<file path="src/prc_pkg.sv">
// package: constants and types for pci global reset coordination
package prc_pkg;
	// reset stretch after the last source lets go
	localparam int PRC_HOLD_NS = 200;
	localparam int PRC_CLK_NS = 20;
	localparam int PRC_HOLD_CYC = PRC_HOLD_NS / PRC_CLK_NS;
	localparam logic [3:0] PRC_HOLD_W = 4'(PRC_HOLD_CYC);
	localparam logic [3:0] PRC_CNT_RST = 4'h0;
	localparam int PRC_WIN_N = 6;
	localparam logic [5:0] PRC_WIN_RST = 6'h00;
	localparam logic [7:0] PRC_STRAP_RST = 8'h00;
	// host drives a reset for PRC_PULSE_W plus one cycles, then waits for done
	localparam int PRC_PULSE_NS = 400;
	localparam int PRC_PULSE_CYC = PRC_PULSE_NS / PRC_CLK_NS;
	localparam logic [4:0] PRC_PULSE_W = 5'(PRC_PULSE_CYC);
	localparam logic [4:0] PRC_PCNT_RST = 5'h00;

	typedef enum logic [2:0] {
		PRC_H_RUN,
		PRC_H_STOP,
		PRC_H_DISABLE,
		PRC_H_RESET,
		PRC_H_WAIT,
		PRC_H_CONFIG
	} prc_host_state_t;
endpackage

</file>
<file path="src/prc_link_if.sv">
// interface: board-level reset wires between host and device
`timescale 1ns/1ns
interface prc_link_if;
	logic por_n;
	logic warm_n;
	logic pci_reset_pin_n;
	logic reset_done_output;
	logic bus_park;
	logic pci_req;
	logic pci_ack;
	logic pci_ad_oe;

	modport dev (
		input por_n,
		input warm_n,
		input pci_reset_pin_n,
		input bus_park,
		input pci_req,
		output reset_done_output,
		output pci_ack,
		output pci_ad_oe
	);

	modport host (
		output por_n,
		output warm_n,
		output pci_reset_pin_n,
		output bus_park,
		output pci_req,
		input reset_done_output,
		input pci_ack,
		input pci_ad_oe
	);
endinterface

</file>
<file path="src/prc_device.sv">
// module: device end, pci reset tree and power/sleep control
// Behaviour
// - pci module has external and internal reset
// - sleep controller resets pci after global reset
// - power-on or warm pin gives global reset
// - system asserts global and pci reset together
// - power-on also asserts pci external reset
// - latch straps when power-on/warm reset releases
// - pci outputs high impedance while in reset
// - host stops initiated pci transactions first
// - host clears six target window enables
// - host clears initiator and memory enables
// - host waits reset done, then reconfigures
// - no acknowledge until pci reconfigured
// - power-on resets all, internal reset held
// - warm reset spares emulation, tied to pci reset
// - after emulation reset, release after pin reset
// - software never re-resets pci after release; device still sets internal reset again on sw_pci_reset
// - watchdog reset unsafe while pci used
`timescale 1ns/1ns
module prc_device (
	input wire logic mclk,
	input wire logic nrst,
	prc_link_if.dev link,
	input wire logic emu_reset_req,
	input wire logic wdog_reset_req,
	input wire logic sw_pci_reset,
	input wire logic sw_pci_release,
	input wire logic [prc_pkg::PRC_WIN_N-1:0] cfg_window_en,
	input wire logic cfg_initiator_en,
	input wire logic cfg_mem_en,
	input wire logic [7:0] strap_pins,
	output logic global_reset,
	output logic pci_ext_reset,
	output logic pci_int_reset,
	output logic emu_logic_reset,
	output logic [7:0] strap_latched,
	output logic pci_configured
);
	import prc_pkg::*;

	logic por_s, warm_s, pci_reset_pin_s;
	logic emu_req_q, wdog_req_q;
	logic glob_src, ext_src, rel_edge;
	logic [3:0] hold_reg, hold_next;
	logic glob_reg, ext_reg, int_reg, emu_reg, done_reg;
	logic seen_ext_reg;
	logic cfg_ok;
	logic ack_reg, oe_reg;
	logic [7:0] strap_reg;

	// ------------------------------------------------------------
	// pin synchronisers
	// ------------------------------------------------------------
	prc_sync u_por (.mclk(mclk), .nrst(nrst), .d(link.por_n), .q(por_s));
	prc_sync u_warm (.mclk(mclk), .nrst(nrst), .d(link.warm_n), .q(warm_s));
	prc_sync u_pci_reset_pin (.mclk(mclk), .nrst(nrst),
		.d(link.pci_reset_pin_n), .q(pci_reset_pin_s));

	// ------------------------------------------------------------
	// reset source decode
	// ------------------------------------------------------------
	// internal requests are same-clock logic, so they need no sync
	assign emu_req_q = emu_reset_req;
	assign wdog_req_q = wdog_reset_req;
	assign glob_src = !por_s || !warm_s || emu_req_q || wdog_req_q;
	assign ext_src = !pci_reset_pin_s || !por_s;
	assign rel_edge = (hold_reg == 4'h1);
	assign hold_next = glob_src ? PRC_HOLD_W :
		(hold_reg != PRC_CNT_RST) ? hold_reg - 4'h1 : PRC_CNT_RST;
	assign cfg_ok = (cfg_window_en != PRC_WIN_RST) && cfg_initiator_en &&
		cfg_mem_en;

	// ------------------------------------------------------------
	// global reset stretch and pci reset tree
	// ------------------------------------------------------------
	// external reset leaves once its sources and the global sources drop; global reset stays on for the PRC_HOLD_W stretch
	always_ff @(posedge mclk or negedge nrst) begin
		if (!nrst) begin
			hold_reg <= PRC_CNT_RST;
			glob_reg <= 1'b1;
			ext_reg <= 1'b1;
			emu_reg <= 1'b1;
		end else begin
			hold_reg <= hold_next;
			glob_reg <= glob_src || (hold_reg != PRC_CNT_RST);
			ext_reg <= ext_src || (ext_reg && glob_src);
			// emulation logic only sees power-on
			emu_reg <= !por_s;
		end
	end

	// internal reset: set by global reset, cleared only by software
	always_ff @(posedge mclk or negedge nrst) begin
		if (!nrst) begin
			int_reg <= 1'b1;
			seen_ext_reg <= 1'b0;
		end else begin
			if (glob_reg) begin
				int_reg <= 1'b1;
			end else if (sw_pci_reset && int_reg) begin
				int_reg <= 1'b1;
			end else if (sw_pci_reset && !int_reg) begin
				int_reg <= 1'b1;
			end else if (sw_pci_release && seen_ext_reg) begin
				int_reg <= 1'b0;
			end
			// release waits for an external reset since the last global
			if (ext_reg) begin
				seen_ext_reg <= 1'b1;
			end else if (glob_src && !ext_src) begin
				seen_ext_reg <= 1'b0;
			end
		end
	end

	// ------------------------------------------------------------
	// straps, reset done and pci target gating
	// ------------------------------------------------------------
	always_ff @(posedge mclk or negedge nrst) begin
		if (!nrst) begin
			strap_reg <= PRC_STRAP_RST;
			done_reg <= 1'b0;
			ack_reg <= 1'b0;
			oe_reg <= 1'b0;
		end else begin
			if (rel_edge && (por_s && warm_s)) begin
				strap_reg <= strap_pins;
			end
			done_reg <= !glob_reg;
			// not configured after reset: silence gives master abort
			ack_reg <= link.pci_req && cfg_ok && !int_reg &&
				!ext_reg && !glob_reg;
			oe_reg <= !(int_reg || ext_reg || glob_reg) &&
				link.bus_park;
		end
	end

	assign global_reset = glob_reg;
	assign pci_ext_reset = ext_reg;
	assign pci_int_reset = int_reg;
	assign emu_logic_reset = emu_reg;
	assign strap_latched = strap_reg;
	assign pci_configured = ack_reg;
	assign link.reset_done_output = done_reg;
	assign link.pci_ack = ack_reg;
	assign link.pci_ad_oe = oe_reg;
endmodule

</file>
<file path="src/prc_sync.sv">
// module: two-flop synchroniser for pin inputs
`timescale 1ns/1ns
module prc_sync (
	input wire logic mclk,
	input wire logic nrst,
	input wire logic d,
	output logic q
);
	logic meta_reg;

	always_ff @(posedge mclk or negedge nrst) begin
		if (!nrst) begin
			meta_reg <= 1'b1;
			q <= 1'b1;
		end else begin
			meta_reg <= d;
			q <= meta_reg;
		end
	end
endmodule

</file>
<file path="src/flat_wrapper.sv">
// flat-port wrapper written by rule: the top's interface ports become plain ports
module prc_device_flat import prc_pkg::*;
  (mclk, nrst, emu_reset_req, wdog_reset_req, sw_pci_reset, sw_pci_release, cfg_window_en, cfg_initiator_en, cfg_mem_en, strap_pins, global_reset, pci_ext_reset, pci_int_reset, emu_logic_reset, strap_latched, pci_configured, link_por_n, link_warm_n, link_pci_reset_pin_n, link_bus_park, link_pci_req, link_reset_done_output, link_pci_ack, link_pci_ad_oe);
  prc_link_if link_i ();
  input wire logic mclk;
  input wire logic nrst;
  input wire logic emu_reset_req;
  input wire logic wdog_reset_req;
  input wire logic sw_pci_reset;
  input wire logic sw_pci_release;
  input wire logic [prc_pkg::PRC_WIN_N-1:0] cfg_window_en;
  input wire logic cfg_initiator_en;
  input wire logic cfg_mem_en;
  input wire logic [7:0] strap_pins;
  output logic global_reset;
  output logic pci_ext_reset;
  output logic pci_int_reset;
  output logic emu_logic_reset;
  output logic [7:0] strap_latched;
  output logic pci_configured;
  input wire logic [$bits(link_i.por_n)-1:0] link_por_n;
  input wire logic [$bits(link_i.warm_n)-1:0] link_warm_n;
  input wire logic [$bits(link_i.pci_reset_pin_n)-1:0] link_pci_reset_pin_n;
  input wire logic [$bits(link_i.bus_park)-1:0] link_bus_park;
  input wire logic [$bits(link_i.pci_req)-1:0] link_pci_req;
  output wire logic [$bits(link_i.reset_done_output)-1:0] link_reset_done_output;
  output wire logic [$bits(link_i.pci_ack)-1:0] link_pci_ack;
  output wire logic [$bits(link_i.pci_ad_oe)-1:0] link_pci_ad_oe;
  assign link_i.por_n = link_por_n;
  assign link_i.warm_n = link_warm_n;
  assign link_i.pci_reset_pin_n = link_pci_reset_pin_n;
  assign link_i.bus_park = link_bus_park;
  assign link_i.pci_req = link_pci_req;
  assign link_reset_done_output = link_i.reset_done_output;
  assign link_pci_ack = link_i.pci_ack;
  assign link_pci_ad_oe = link_i.pci_ad_oe;
  prc_device u_core (.mclk(mclk), .nrst(nrst), .link(link_i), .emu_reset_req(emu_reset_req), .wdog_reset_req(wdog_reset_req), .sw_pci_reset(sw_pci_reset), .sw_pci_release(sw_pci_release), .cfg_window_en(cfg_window_en), .cfg_initiator_en(cfg_initiator_en), .cfg_mem_en(cfg_mem_en), .strap_pins(strap_pins), .global_reset(global_reset), .pci_ext_reset(pci_ext_reset), .pci_int_reset(pci_int_reset), .emu_logic_reset(emu_logic_reset), .strap_latched(strap_latched), .pci_configured(pci_configured));
endmodule
</file>
<file path="config.mk">
export PLATFORM = sky130hd
export DESIGN_NAME = prc_device_flat
export DESIGN_NICKNAME = d
export VERILOG_FILES = /design/src/prc_pkg.sv /design/src/prc_link_if.sv /design/src/prc_device.sv /design/src/prc_sync.sv /design/src/flat_wrapper.sv
export SDC_FILE = /design/constraint.sdc
export NUM_CORES = 1
export LEC_CHECK = 0
export ABC_AREA = 1
export BUFFER_PORTS_ARGS = -buffer_cell sky130_fd_sc_hd__buf_4
export CORE_ASPECT_RATIO = 1.25
export CORE_MARGIN = 2
export CORE_UTILIZATION = 48
export CTS_BUF_LIST = sky130_fd_sc_hd__clkbuf_8
export DETAILED_ROUTE_END_ITERATION = 16
export PLACE_DENSITY_LB_ADDON = 0.12
export SKIP_LAST_GASP = 1
export SLEW_MARGIN = 20
export SYNTH_ARGS = -nofsm -noshare
export SYNTH_HDL_FRONTEND = slang
export SYNTH_SLANG_ARGS = --single-unit
</file>
<file path="constraint.sdc">
create_clock -name mclk -period 1.3 [get_ports mclk]
set_input_delay 0.195 -clock mclk [delete_from_list [all_inputs] [get_ports mclk]]
set_output_delay 0.195 -clock mclk [all_outputs]
set_load 0.02 [all_outputs]
</file>
# Word-level counts from Yosys, hierarchy flattened
# Index checks and enable logic that the tools add are counted.
# Widths: inputs -> output; s select.
dict set report totals {
  output_inout_bits 16
  regBits 26
  input_bits 27
  elab_cells 60
}
dict set report op_classes {
  muxes 8
  eq_ne 1
  n_reduce_logical 34
  add_sub_neg 1
}
# operator n
set op_table {}
lappend op_table {{$logic_and 1x1->1} 14}
lappend op_table {{$logic_not 1->1} 8}
lappend op_table {{$logic_or 1x1->1} 8}
lappend op_table {{$mux 4} 2}
lappend op_table {{$reduce_bool 4->1} 2}
lappend op_table {{$mux 1} 6}
lappend op_table {{$reduce_bool 6->1} 1}
lappend op_table {{$eq 4x1->1 const B} 1}
lappend op_table {{$sub 4x1->4 const B} 1}
lappend op_table {{$reduce_bool 2->1} 1}

# Depth between registers and ports, before layout
# Gate-level depths: netlist (run 1).
dict set report depth {
  ltp_word 7
  mapped_depth 6
  mapped_depth_nobuf 6
}

# By module
# A second synthesis (run 1) with hierarchy kept.
dict set report hier_totals {
  hier_cells 104
  hier_area_um2 1024.7
}
# module cells_per_inst area_each_um2 n_inst seq_area_each_um2
set by_module_without_submodules {}
lappend by_module_without_submodules {prc_device 98 867.1 1 505.5}
lappend by_module_without_submodules {prc_sync 2 52.6 3 52.6}

# Worst setup path before layout (run 1)
# OpenSTA, ideal clock, no wires.
dict set report synth_path {
  path_kind {flip-flop to flip-flop}
  startpoint {reg u_core.u_por.q}
  endpoint {reg u_core.strap_reg[0] (netlist: u_core.strap_latched[0])}
  path_stages_with_launch 6
  required_ns 1.183
  period_less_slack_ns 1.016
  setup_ns 0.117
  n_path_buf 0
  setup_slack_ns 0.284
  arrival_ns 0.899
  cell_sequence {dfstp_2 > nand2_2 > inv_2 > nand3_4 > nand2_1 > nand2_1}
}
dict set report synth_via {
  elab_chain_cells 2
}
# item line_no
set synth_rtl {}
lappend synth_rtl {{start: declaration} prc_sync.sv:7} ;# output logic q
lappend synth_rtl {{start signal: assignment} prc_sync.sv:17} ;# q <= meta_reg;
lappend synth_rtl {{$logic_and 1x1->1 (2 in a row)} prc_device.sv:127} ;# if (rel_edge && (por_s && warm_s)) begin
lappend synth_rtl {{end signal: assignment} prc_device.sv:128} ;# strap_reg <= strap_pins;
lappend synth_rtl {{end: declaration} prc_device.sv:50} ;# logic [7:0] strap_reg;
# Every way passes these cells.
# A chain may end at the register's enable or synchronous reset.

# Worst setup path after layout (run 1)
dict set report layout_path {
  startpoint {reg u_core.ext_reg (netlist: u_core.pci_ext_reset)}
  endpoint {out pci_ext_reset}
}
# item line_no
set layout_lines {}
lappend layout_lines {{start: declaration} prc_device.sv:46} ;# logic glob_reg, ext_reg, int_reg, emu_reg, done_reg;
lappend layout_lines {{start signal: assignment} prc_device.sv:87} ;# ext_reg <= ext_src || (ext_reg && glob_src);
lappend layout_lines {{end: declaration} flat_wrapper.sv:16} ;# output logic pci_ext_reset;
# No word-level cell between the ends.

==> flow_summary.toml, run 1 <==
[sta]
tightestPinTransition_ns = 0.317
setup_tns_ns = 0
max_slew_margin_pct = 78.9
maxSlewViolCount = 0
fin_ws_ns = 0.123
finalHoldViolations = 0
holdWs_ns = 0.0234
post-route-period-util_pct = 90.6
period_needed_ns = 1.18
clock_skew_ns = 0.00484
setup_viol = 0
rsz0062_at_grt = "false"
fmax_mhz = 849

[die]
row_count = 18
start_util_pct = 51.0
dieHeight_microns = 55.6
die_w_microns = 45.3
core-area_sq_um = 2000
die_area_sq_um = 2520
top_level_ports = 43

[worst_setup_path]
critPathSlowestCell = "dfstp_2"
slowest_delay_ns = 0.57
r2r_slack_ns = 0.18
endpoint_kind = "output pin"
crit_type = "flip-flop to output pin"
startpoint_type = "flip-flop"
cp_max_fo = 4
crit_required_ns = 1.11
worstPathCellList = "buf_4"
worst-path-buf-inv = 1
cp.arrival_ns = 0.98
cp_top_family = "flip-flops"

[cells_and_area]
layout_common_cells = "42 x buf_4, 34 x nand2_1, 16 x dfrtp_1, 11 x inv_1"
finalNonFillerCells = 169
final_cell_area_sq_um = 1410
drive_gt1_share_pct = 42.3
largest_reg_flops = 8
final_util_pct = 70.3
syn_to_final_growth_pct = 37.9
fillers = 172
layout_commonest_cell = "buf_4"
diodes = 0
final_nets = 177

[clock_tree]
cts.clk_slew.worst_paths_ns = 0.08
cts-resized-gates = 0
cts_made_buffers = 3
cts_max_level = 1
cts_root_buf = "clkbuf_8"
clk_latency_ns = 0.27
clockBufferDepth = 2
cts_tree = "yes"
cts_sinks = 26

[routing]
drtAntennaViolNets = 0
via_per_inst = 5.11
totalWireLength_mm = 2.18
vias = 864
wl_per_cell_microns = 12.9
drtIter0Drc = 5
dr.pass1.iters = 4
drc = 0

[global_route]
overflow = 0
grt_usage_pct = 18.8
grt_pass1_wl_mm = 3.43
antenna_found_initial = 0
grt_max_degree = 27
grt_pass1_vias = 897

[placement]
dp.final_hpwl_mm = 1.67
io_buffer_count = 42
dp_cells = 164
place.gp.congestion = 0.775
place_ws_ns = 0.188
placedInstanceArea_sq_um = 1360

[logic_synthesis]
yosys_register_bits = 26
syn_area_per_cell_sq_um = 9.92
syn-cell-area_sq_um = 1020
ys_seq_area_share_pct = 64.9
yosysUniqueCellTypes = 19
ys_warn_count = 0
syn_inst = 103
synth_fp_nets = 130

[run_status]
outcome = "finished, final reports clean"

[power_and_ir_drop]
ir_drop_mv = 0.995
powerDensity_nw_per_um2 = 992
p_leak_nw = 0.721
total_power_mw = 1.40

[flow_run]
drv_cap = 0

[worst_hold_path]
hold_path_class = "input port to flip-flop"
==> cells by family after synthesis <==
logic type | count (synthesis) | synth area share [%]
DFF | 26 | 64.9
buffers and inverters | 12 | 4.77
AOI/OAI and AO/OA | 3 | 1.47
and+or+nand+nor | 62 | 28.9
==> cell usage after synthesis <==
master	n	area share [%]
buf_4	1	0.73
inv_2	1	0.37
nor2_2	1	0.61
dfrtp_1	16	39
dfstp_2	10	26
inv_1	10	3.7
nor2_1	8	2.9
o21ai_0	1	0.49
nand3_4	1	1.7
nor3_1	1	0.49
or2_2	1	0.61
and3_1	1	0.61
nand2_2	1	0.61
nor2_4	2	2.2
nand3_1	10	4.9
nand4_1	1	0.61
nand2_4	1	1.1
a21oi_1	2	0.98
nand2_1	34	12
==> where the power goes <==
group          total, mW  switching (mW)  internal, mW
Clock              0.450           0.238         0.211
Combinational      0.110          0.0468        0.0628
Sequential         0.840         0.00835         0.831
==> final cells by class <==
cell class / count / area, sq um / area share, %
inverter: 11 / 41.3 / 2.93
timing repair buffer: 43 / 325 / 23.1
multi-input combinational: 65 / 310 / 22.0
clock inverter: 1 / 3.75 / 0.266
tap: 20 / 25.0 / 1.77
clock buffer: 3 / 41.3 / 2.93
sequential: 26 / 663 / 47.0
==> path summary, 6_finish.rpt <==
| check | startpoint | end | cells past startpoint |
|---|---|---|---|
| setup / recovery | u_core.pci_ext_reset | pci_ext_reset | 1 |
| hold / removal | link_por_n | u_core.u_por.meta_reg | 1 |
| setup reg to reg | u_core.u_por.q | u_core.strap_latched[1] | 5 |
| hold reg to reg | u_core.u_por.meta_reg | u_core.u_por.q | 0 |
| max in group asynchronous | nrst | u_core.emu_logic_reset | 2 |
| min in group asynchronous | nrst | u_core.strap_latched[6] | 2 |
==> timing repair <==
action	4_1_cts	5_1_grt
buffers inserted	0	0
endpoints found under the hold margin	16	0
endpoints found under the setup margin	0	0
hold buffers	1	0
==> layer usage <==
layer / up-vias / GRT usage (%) / part of all wire, %
li1: 409 / - / -
met1: 410 / 18.3 / 37
met2: 41 / 32.2 / 53
met3: 4 / 6.49 / 8.2
met4: 0 / 10.9 / 1.9
met5: - / 0 / 0
No activity file was read; power rests on OpenSTA's default activity.
==> inputs of run 2 (changes only) <==
--- a/config.mk
+++ b/config.mk
@@ -8,11 +8,12 @@
 export ABC_AREA = 1
 export BUFFER_PORTS_ARGS = -buffer_cell sky130_fd_sc_hd__buf_4
 export CORE_ASPECT_RATIO = 1.25
-export CORE_MARGIN = 2
+export CORE_MARGIN = 1.5
 export CORE_UTILIZATION = 48
 export CTS_BUF_LIST = sky130_fd_sc_hd__clkbuf_8
 export DETAILED_ROUTE_END_ITERATION = 16
 export PLACE_DENSITY_LB_ADDON = 0.12
+export SETUP_SLACK_MARGIN = 0.3
 export SKIP_LAST_GASP = 1
 export SLEW_MARGIN = 20
 export SYNTH_ARGS = -nofsm -noshare
==> run 2 against run 1 <==
  * Sequential power about the same
  * Critical path depth is the same
  * Die area shrank 4.0%
  * Count of clock-buffer cells in the layout rose by 1
  * Total power increased by 6.0%
  * Setup slack better by 0.042 ns
  * Core utilization rose by 14 points
  * Clock power is 14% higher
  * Highest routed layer unchanged
==> flow_summary.toml, run 2 (synthesis results as in run 1) <==
[die]
row_count = 18
dieHeight_microns = 54.6
die_area_sq_um = 2420
top_level_ports = 43
core-area_sq_um = 1980
die_w_microns = 44.3
start_util_pct = 51.6

[placement]
dp.final_hpwl_mm = 1.47
place_ws_ns = 0.218
placedInstanceArea_sq_um = 1360
place.gp.congestion = 0.801
io_buffer_count = 42

[sta]
fin_ws_ns = 0.165
max_slew_margin_pct = 79.0
finalHoldViolations = 0
tightestPinTransition_ns = 0.315
clock_skew_ns = 0.00956
setup_viol = 0
rsz0062_at_grt = "true"
fmax_mhz = 881
post-route-period-util_pct = 87.3
maxSlewViolCount = 0
period_needed_ns = 1.14
setup_tns_ns = 0

[global_route]
antenna_found_initial = 0
use_met2_pct = 35.0
grt_max_degree = 27
grt_pass1_vias = 814
grt_usage_pct = 19.6
grt.busiest_layer = "met2"
overflow = 0
grt_pass1_wl_mm = 3.31
grt_use_met3_pct = 2.97
grt_use_met1_pct = 21.4

[power_and_ir_drop]
intPower_mw = 1.18
p_sw_mw = 0.307
power.sequential.fraction_pct = 56.7
comb_power_share_pct = 8.6
power_frac_clock_pct = 34.8
ir_drop_mv = 0.878
swShare_pct = 20.7
total_power_mw = 1.48
powerDensity_nw_per_um2 = 892
p_leak_nw = 0.828

[routing]
drc = 0
dr.pass1.iters = 4
via_per_inst = 4.78
vias = 890
drtAntennaViolNets = 0
wl_per_cell_microns = 12.5
totalWireLength_mm = 2.33
drtIter0Drc = 10

[worst_setup_path]
cp_max_fo = 2
endpoint_kind = "output pin"
worstPathCellList = "buf_6"
crit_type = "flip-flop to output pin"
critPathSlowestCell = "dfstp_2"
cp_top_family = "flip-flops"
crit_required_ns = 1.11
cp.arrival_ns = 0.94
worst-path-buf-inv = 1
startpoint_type = "flip-flop"
slowest_delay_ns = 0.55

[clock_tree]
cts.clk_slew.worst_paths_ns = 0.09
cts_tree = "yes"
clk_latency_ns = 0.27
cts_root_buf = "clkbuf_8"
cts_made_buffers = 3
clockBufferDepth = 2
cts_sinks = 26
cts_max_level = 1

[cells_and_area]
final_nets = 194
largest_reg_flops = 8
final_cell_area_sq_um = 1660
layout_commonest_cell = "buf_4"
drive_gt1_share_pct = 58.4
fillers = 119
layout_common_cells = "42 x buf_4, 24 x nand2_1, 17 x buf_6, 16 x dfrtp_1"
syn_to_final_growth_pct = 62.7
diodes = 0

[worst_hold_path]
hold_path_class = "input port to flip-flop"

[flow_run]
drv_cap = 0

[run_status]
outcome = "finished, final reports clean"
run 2: cell count changes in the layout (fill, tap and decap cells not counted), sizes merged:
cell    change
clkbuf      +1
inv         -1
buf        +17
run 2: final timing paths:
path / start / endpoint / slack (ns) / cells after the start
max: u_core.pci_ext_reset / pci_ext_reset / 0.16 / 1
min: link_warm_n / u_core.u_warm.meta_reg / 0.02 / 1
max reg2reg: u_core.u_por.q / u_core.strap_latched[1] / 0.17 / 5
min reg2reg: u_core.u_pci_reset_pin.meta_reg / u_core.u_pci_reset_pin.q / 0.36 / 0
max in group asynchronous: nrst / u_core.pci_int_reset / 0.63 / 2
min in group asynchronous: nrst / u_core.strap_latched[0] / 0.37 / 2
run 2: layout make-up:
cell class	count	area [sq um]	area share [%]
multi-input combinational	65	357	21.4
timing repair buffer	60	517	31.1
sequential	26	663	39.9
inverter	11	46.3	2.78
clock buffer	4	55.1	3.31
tap	20	25.0	1.50
run 2: layer usage:
metal / share of wire, % / vias to the layer above
met3: 3.8 / 6
li1: - / 444
met1: 38 / 414
met2: 55 / 26
met5: 0 / -
met4: 3.0 / 0
run 2: per-stage QoR:
| step | cells | util, % | hold WS [ns] |
|---|---|---|---|
| 2_1_floorplan | 103 | - | -0.101 |
| 3_3_place_gp | 164 | 68.4 | 0.111 |
| 3_5_place_dp | 164 | 68.4 | 0.111 |
| 4_1_cts | 180 | 79.9 | 0.0206 |
| 5_1_grt | 186 | 83.9 | 0.00703 |
| 6_report | 186 | 83.9 | 0.0186 |
run 2: repair_timing:
action                                  CTS  global route
endpoints found under the hold margin    16             0
hold buffers                              1             0
pin swaps                                 4             3
buffers inserted                         11             6
endpoints found under the setup margin   27            31
resized for setup                        23            12
run 2: power groups by stage:
stage	sequential (mW)	combinational, mW	clock [mW]
after floorplan	0.855	0.0240	0
after global placement	0.852	0.106	0
after detailed placement	0.853	0.108	0
after CTS	0.841	0.120	0.526
after global routing	0.841	0.140	0.565
final	0.840	0.127	0.515
==> inputs of run 3 (changes only) <==
==> constraint.sdc (replaced) <==
create_clock -name mclk -period 1.3 [get_ports mclk]
set_input_delay 0.26 -clock mclk [delete_from_list [all_inputs] [get_ports mclk]]
set_output_delay 0.26 -clock mclk [all_outputs]
set_load 0.02 [all_outputs]
==> run 3 against run 2 <==
  * First-iteration DRC count rose by 60%
  * Flip-flop and latch count did not move
  * Non-clock buffer count did not move
  * Setup slack got worse by 0.066 ns
  * Sequential power barely moved
  * Combinational power rose by 9%
  * Clock skew fell by 0.0057 ns
  * Design area rose by 3.1%
  * Via count rose by 7.1%
  * Register-to-register slack got worse by 0.07 ns
  * Wire length rose by 25%
  * Count of clock-buffer cells in the layout did not move
  * Largest power group unchanged
  * Highest routed layer unchanged
==> flow_summary.toml, run 3 (synthesis results as in run 1) <==
[worst_setup_path]
startpoint_type = "flip-flop"
cp_max_fo = 2
r2r_cells = 4
crit_required_ns = 1.04
slowest_delay_ns = 0.55
critPathSlowestCell = "dfstp_2"
r2r_slack_ns = 0.1
r2r_start = "u_core.u_por.q"
regToRegEndpoint = "u_core.strap_latched[5]"
endpoint_kind = "output pin"
crit_type = "flip-flop to output pin"
worst-path-buf-inv = 1
worstPathCellList = "buf_6"
cp.arrival_ns = 0.94
cp_top_family = "flip-flops"

[placement]
place_ws_ns = 0.218
io_buffer_count = 42
dp.final_hpwl_mm = 1.47
place.gp.congestion = 0.801
placedInstanceArea_sq_um = 1360

[power_and_ir_drop]
total_power_mw = 1.50
powerDensity_nw_per_um2 = 877
p_leak_nw = 0.822
ir_drop_mv = 0.896

[sta]
finalHoldViolations = 0
max_slew_margin_pct = 77.6
fmax_mhz = 832
maxSlewViolCount = 0
setup_viol = 0
period_needed_ns = 1.20
post-route-period-util_pct = 92.4
setup_tns_ns = 0
clock_skew_ns = 0.00385
tightestPinTransition_ns = 0.334
fin_ws_ns = 0.0986
rsz0062_at_grt = "true"

[flow_run]
drv_cap = 0

[cells_and_area]
diodes = 0
multi_input_area_sq_um = 403
largest_reg_flops = 8
final_nets = 194
regArea_sq_um = 663
final_cell_area_sq_um = 1710
drive_gt1_share_pct = 62.7
layout_common_cells = "42 x buf_4, 26 x nand2_1, 17 x buf_6, 16 x dfrtp_1, 10 x dfstp_2"
syn_to_final_growth_pct = 67.7
layout_commonest_cell = "buf_4"
final_util_pct = 86.5
fillers = 103

[clock_tree]
clk_latency_ns = 0.27
cts_sinks = 26
cts.clk_slew.worst_paths_ns = 0.09
cts_made_buffers = 3
cts_max_level = 1
clockBufferDepth = 2
cts_root_buf = "clkbuf_8"
cts_tree = "yes"

[die]
top_level_ports = 43
die_w_microns = 44.3
row_count = 18
start_util_pct = 51.6
core-area_sq_um = 1980
dieHeight_microns = 54.6
die_area_sq_um = 2420

[global_route]
grt_pass1_vias = 817
grt_max_degree = 27
overflow = 0
antenna_found_initial = 0
grt_pass1_wl_mm = 3.31
grt_usage_pct = 19.6

[run_status]
outcome = "finished, final reports clean"

[routing]
drtIter0Drc = 16
drc = 0
wl_per_cell_microns = 15.6
dr.pass1.iters = 4
vias = 953
via_per_inst = 5.12
totalWireLength_mm = 2.90
drtAntennaViolNets = 0

[worst_hold_path]
worstHoldEndpoint = "u_core.u_warm.meta_reg"
hold_path_class = "input port to flip-flop"
min_from = "link_warm_n"
hold_path_depth = 1
[run 3: cell count changes in the layout (fill, tap and decap cells not counted), moves of 2 or more]
cell | previous run | this run
nand2_2 | 10 | 8
nand2_1 | 24 | 26
nand3_1 | 9 | 1
nand3_2 | 1 | 9
inv_4 | 2 | 0
inv_6 | 0 | 2
[run 3: cell type report]
| type | count | share of cell area [%] |
|---|---|---|
| Sequential cell | 26 | 38.7 |
| Inverter | 11 | 2.99 |
| Clock buffer | 4 | 3.21 |
| Tap cell | 20 | 1.46 |
| Multi-Input combinational cell | 65 | 23.5 |
| Timing Repair Buffer | 60 | 30.1 |
[run 3: through the flow]
stage,std cells,hold slack (ns)
finish,186,0.0856
CTS,180,0.0856
floorplan,103,-0.0356
global placement,164,0.176
detailed placement,164,0.176
global route,186,0.0784
[run 3: what timing repair did]
item / CTS / global route
setup endpoints to repair: 29 / 31
buffers inserted: 11 / 6
resized for setup: 25 / 21
hold buffers: 1 / 0
endpoints found under the hold margin: 16 / 0
pin swaps: 4 / 7
[run 3: per-layer routing]
| layer | part of all wire (%) | GRT usage [%] |
|---|---|---|
| met3 | 4.1 | 2.97 |
| met2 | 57 | 35.0 |
| met4 | 2.2 | 12.6 |
| met1 | 37 | 21.4 |
| met5 | 0 | 0 |
[run 3: worst max path at each step]
| stage | startpoint | slack [ns] | endpoint | cells after the start |
|---|---|---|---|---|
| after floorplan | u_core.u_por.q | 0.29 | u_core.strap_latched[0] | 5 |
| after global placement | u_core.u_por.q | 0.25 | u_core.strap_latched[7] | 5 |
| after detailed placement | u_core.u_por.q | 0.22 | u_core.strap_latched[5] | 5 |
| after CTS | u_core.pci_ext_reset | 0.06 | pci_ext_reset | 1 |
| after global routing | u_core.u_por.q | 0.05 | u_core.strap_latched[5] | 4 |
| final | u_core.pci_ext_reset | 0.1 | pci_ext_reset | 1 |
[run 3: report_power, final]
group / switching [mW] / internal, mW
logic: 0.0635 / 0.0756
clock network: 0.252 / 0.271
registers: 0.00894 / 0.831
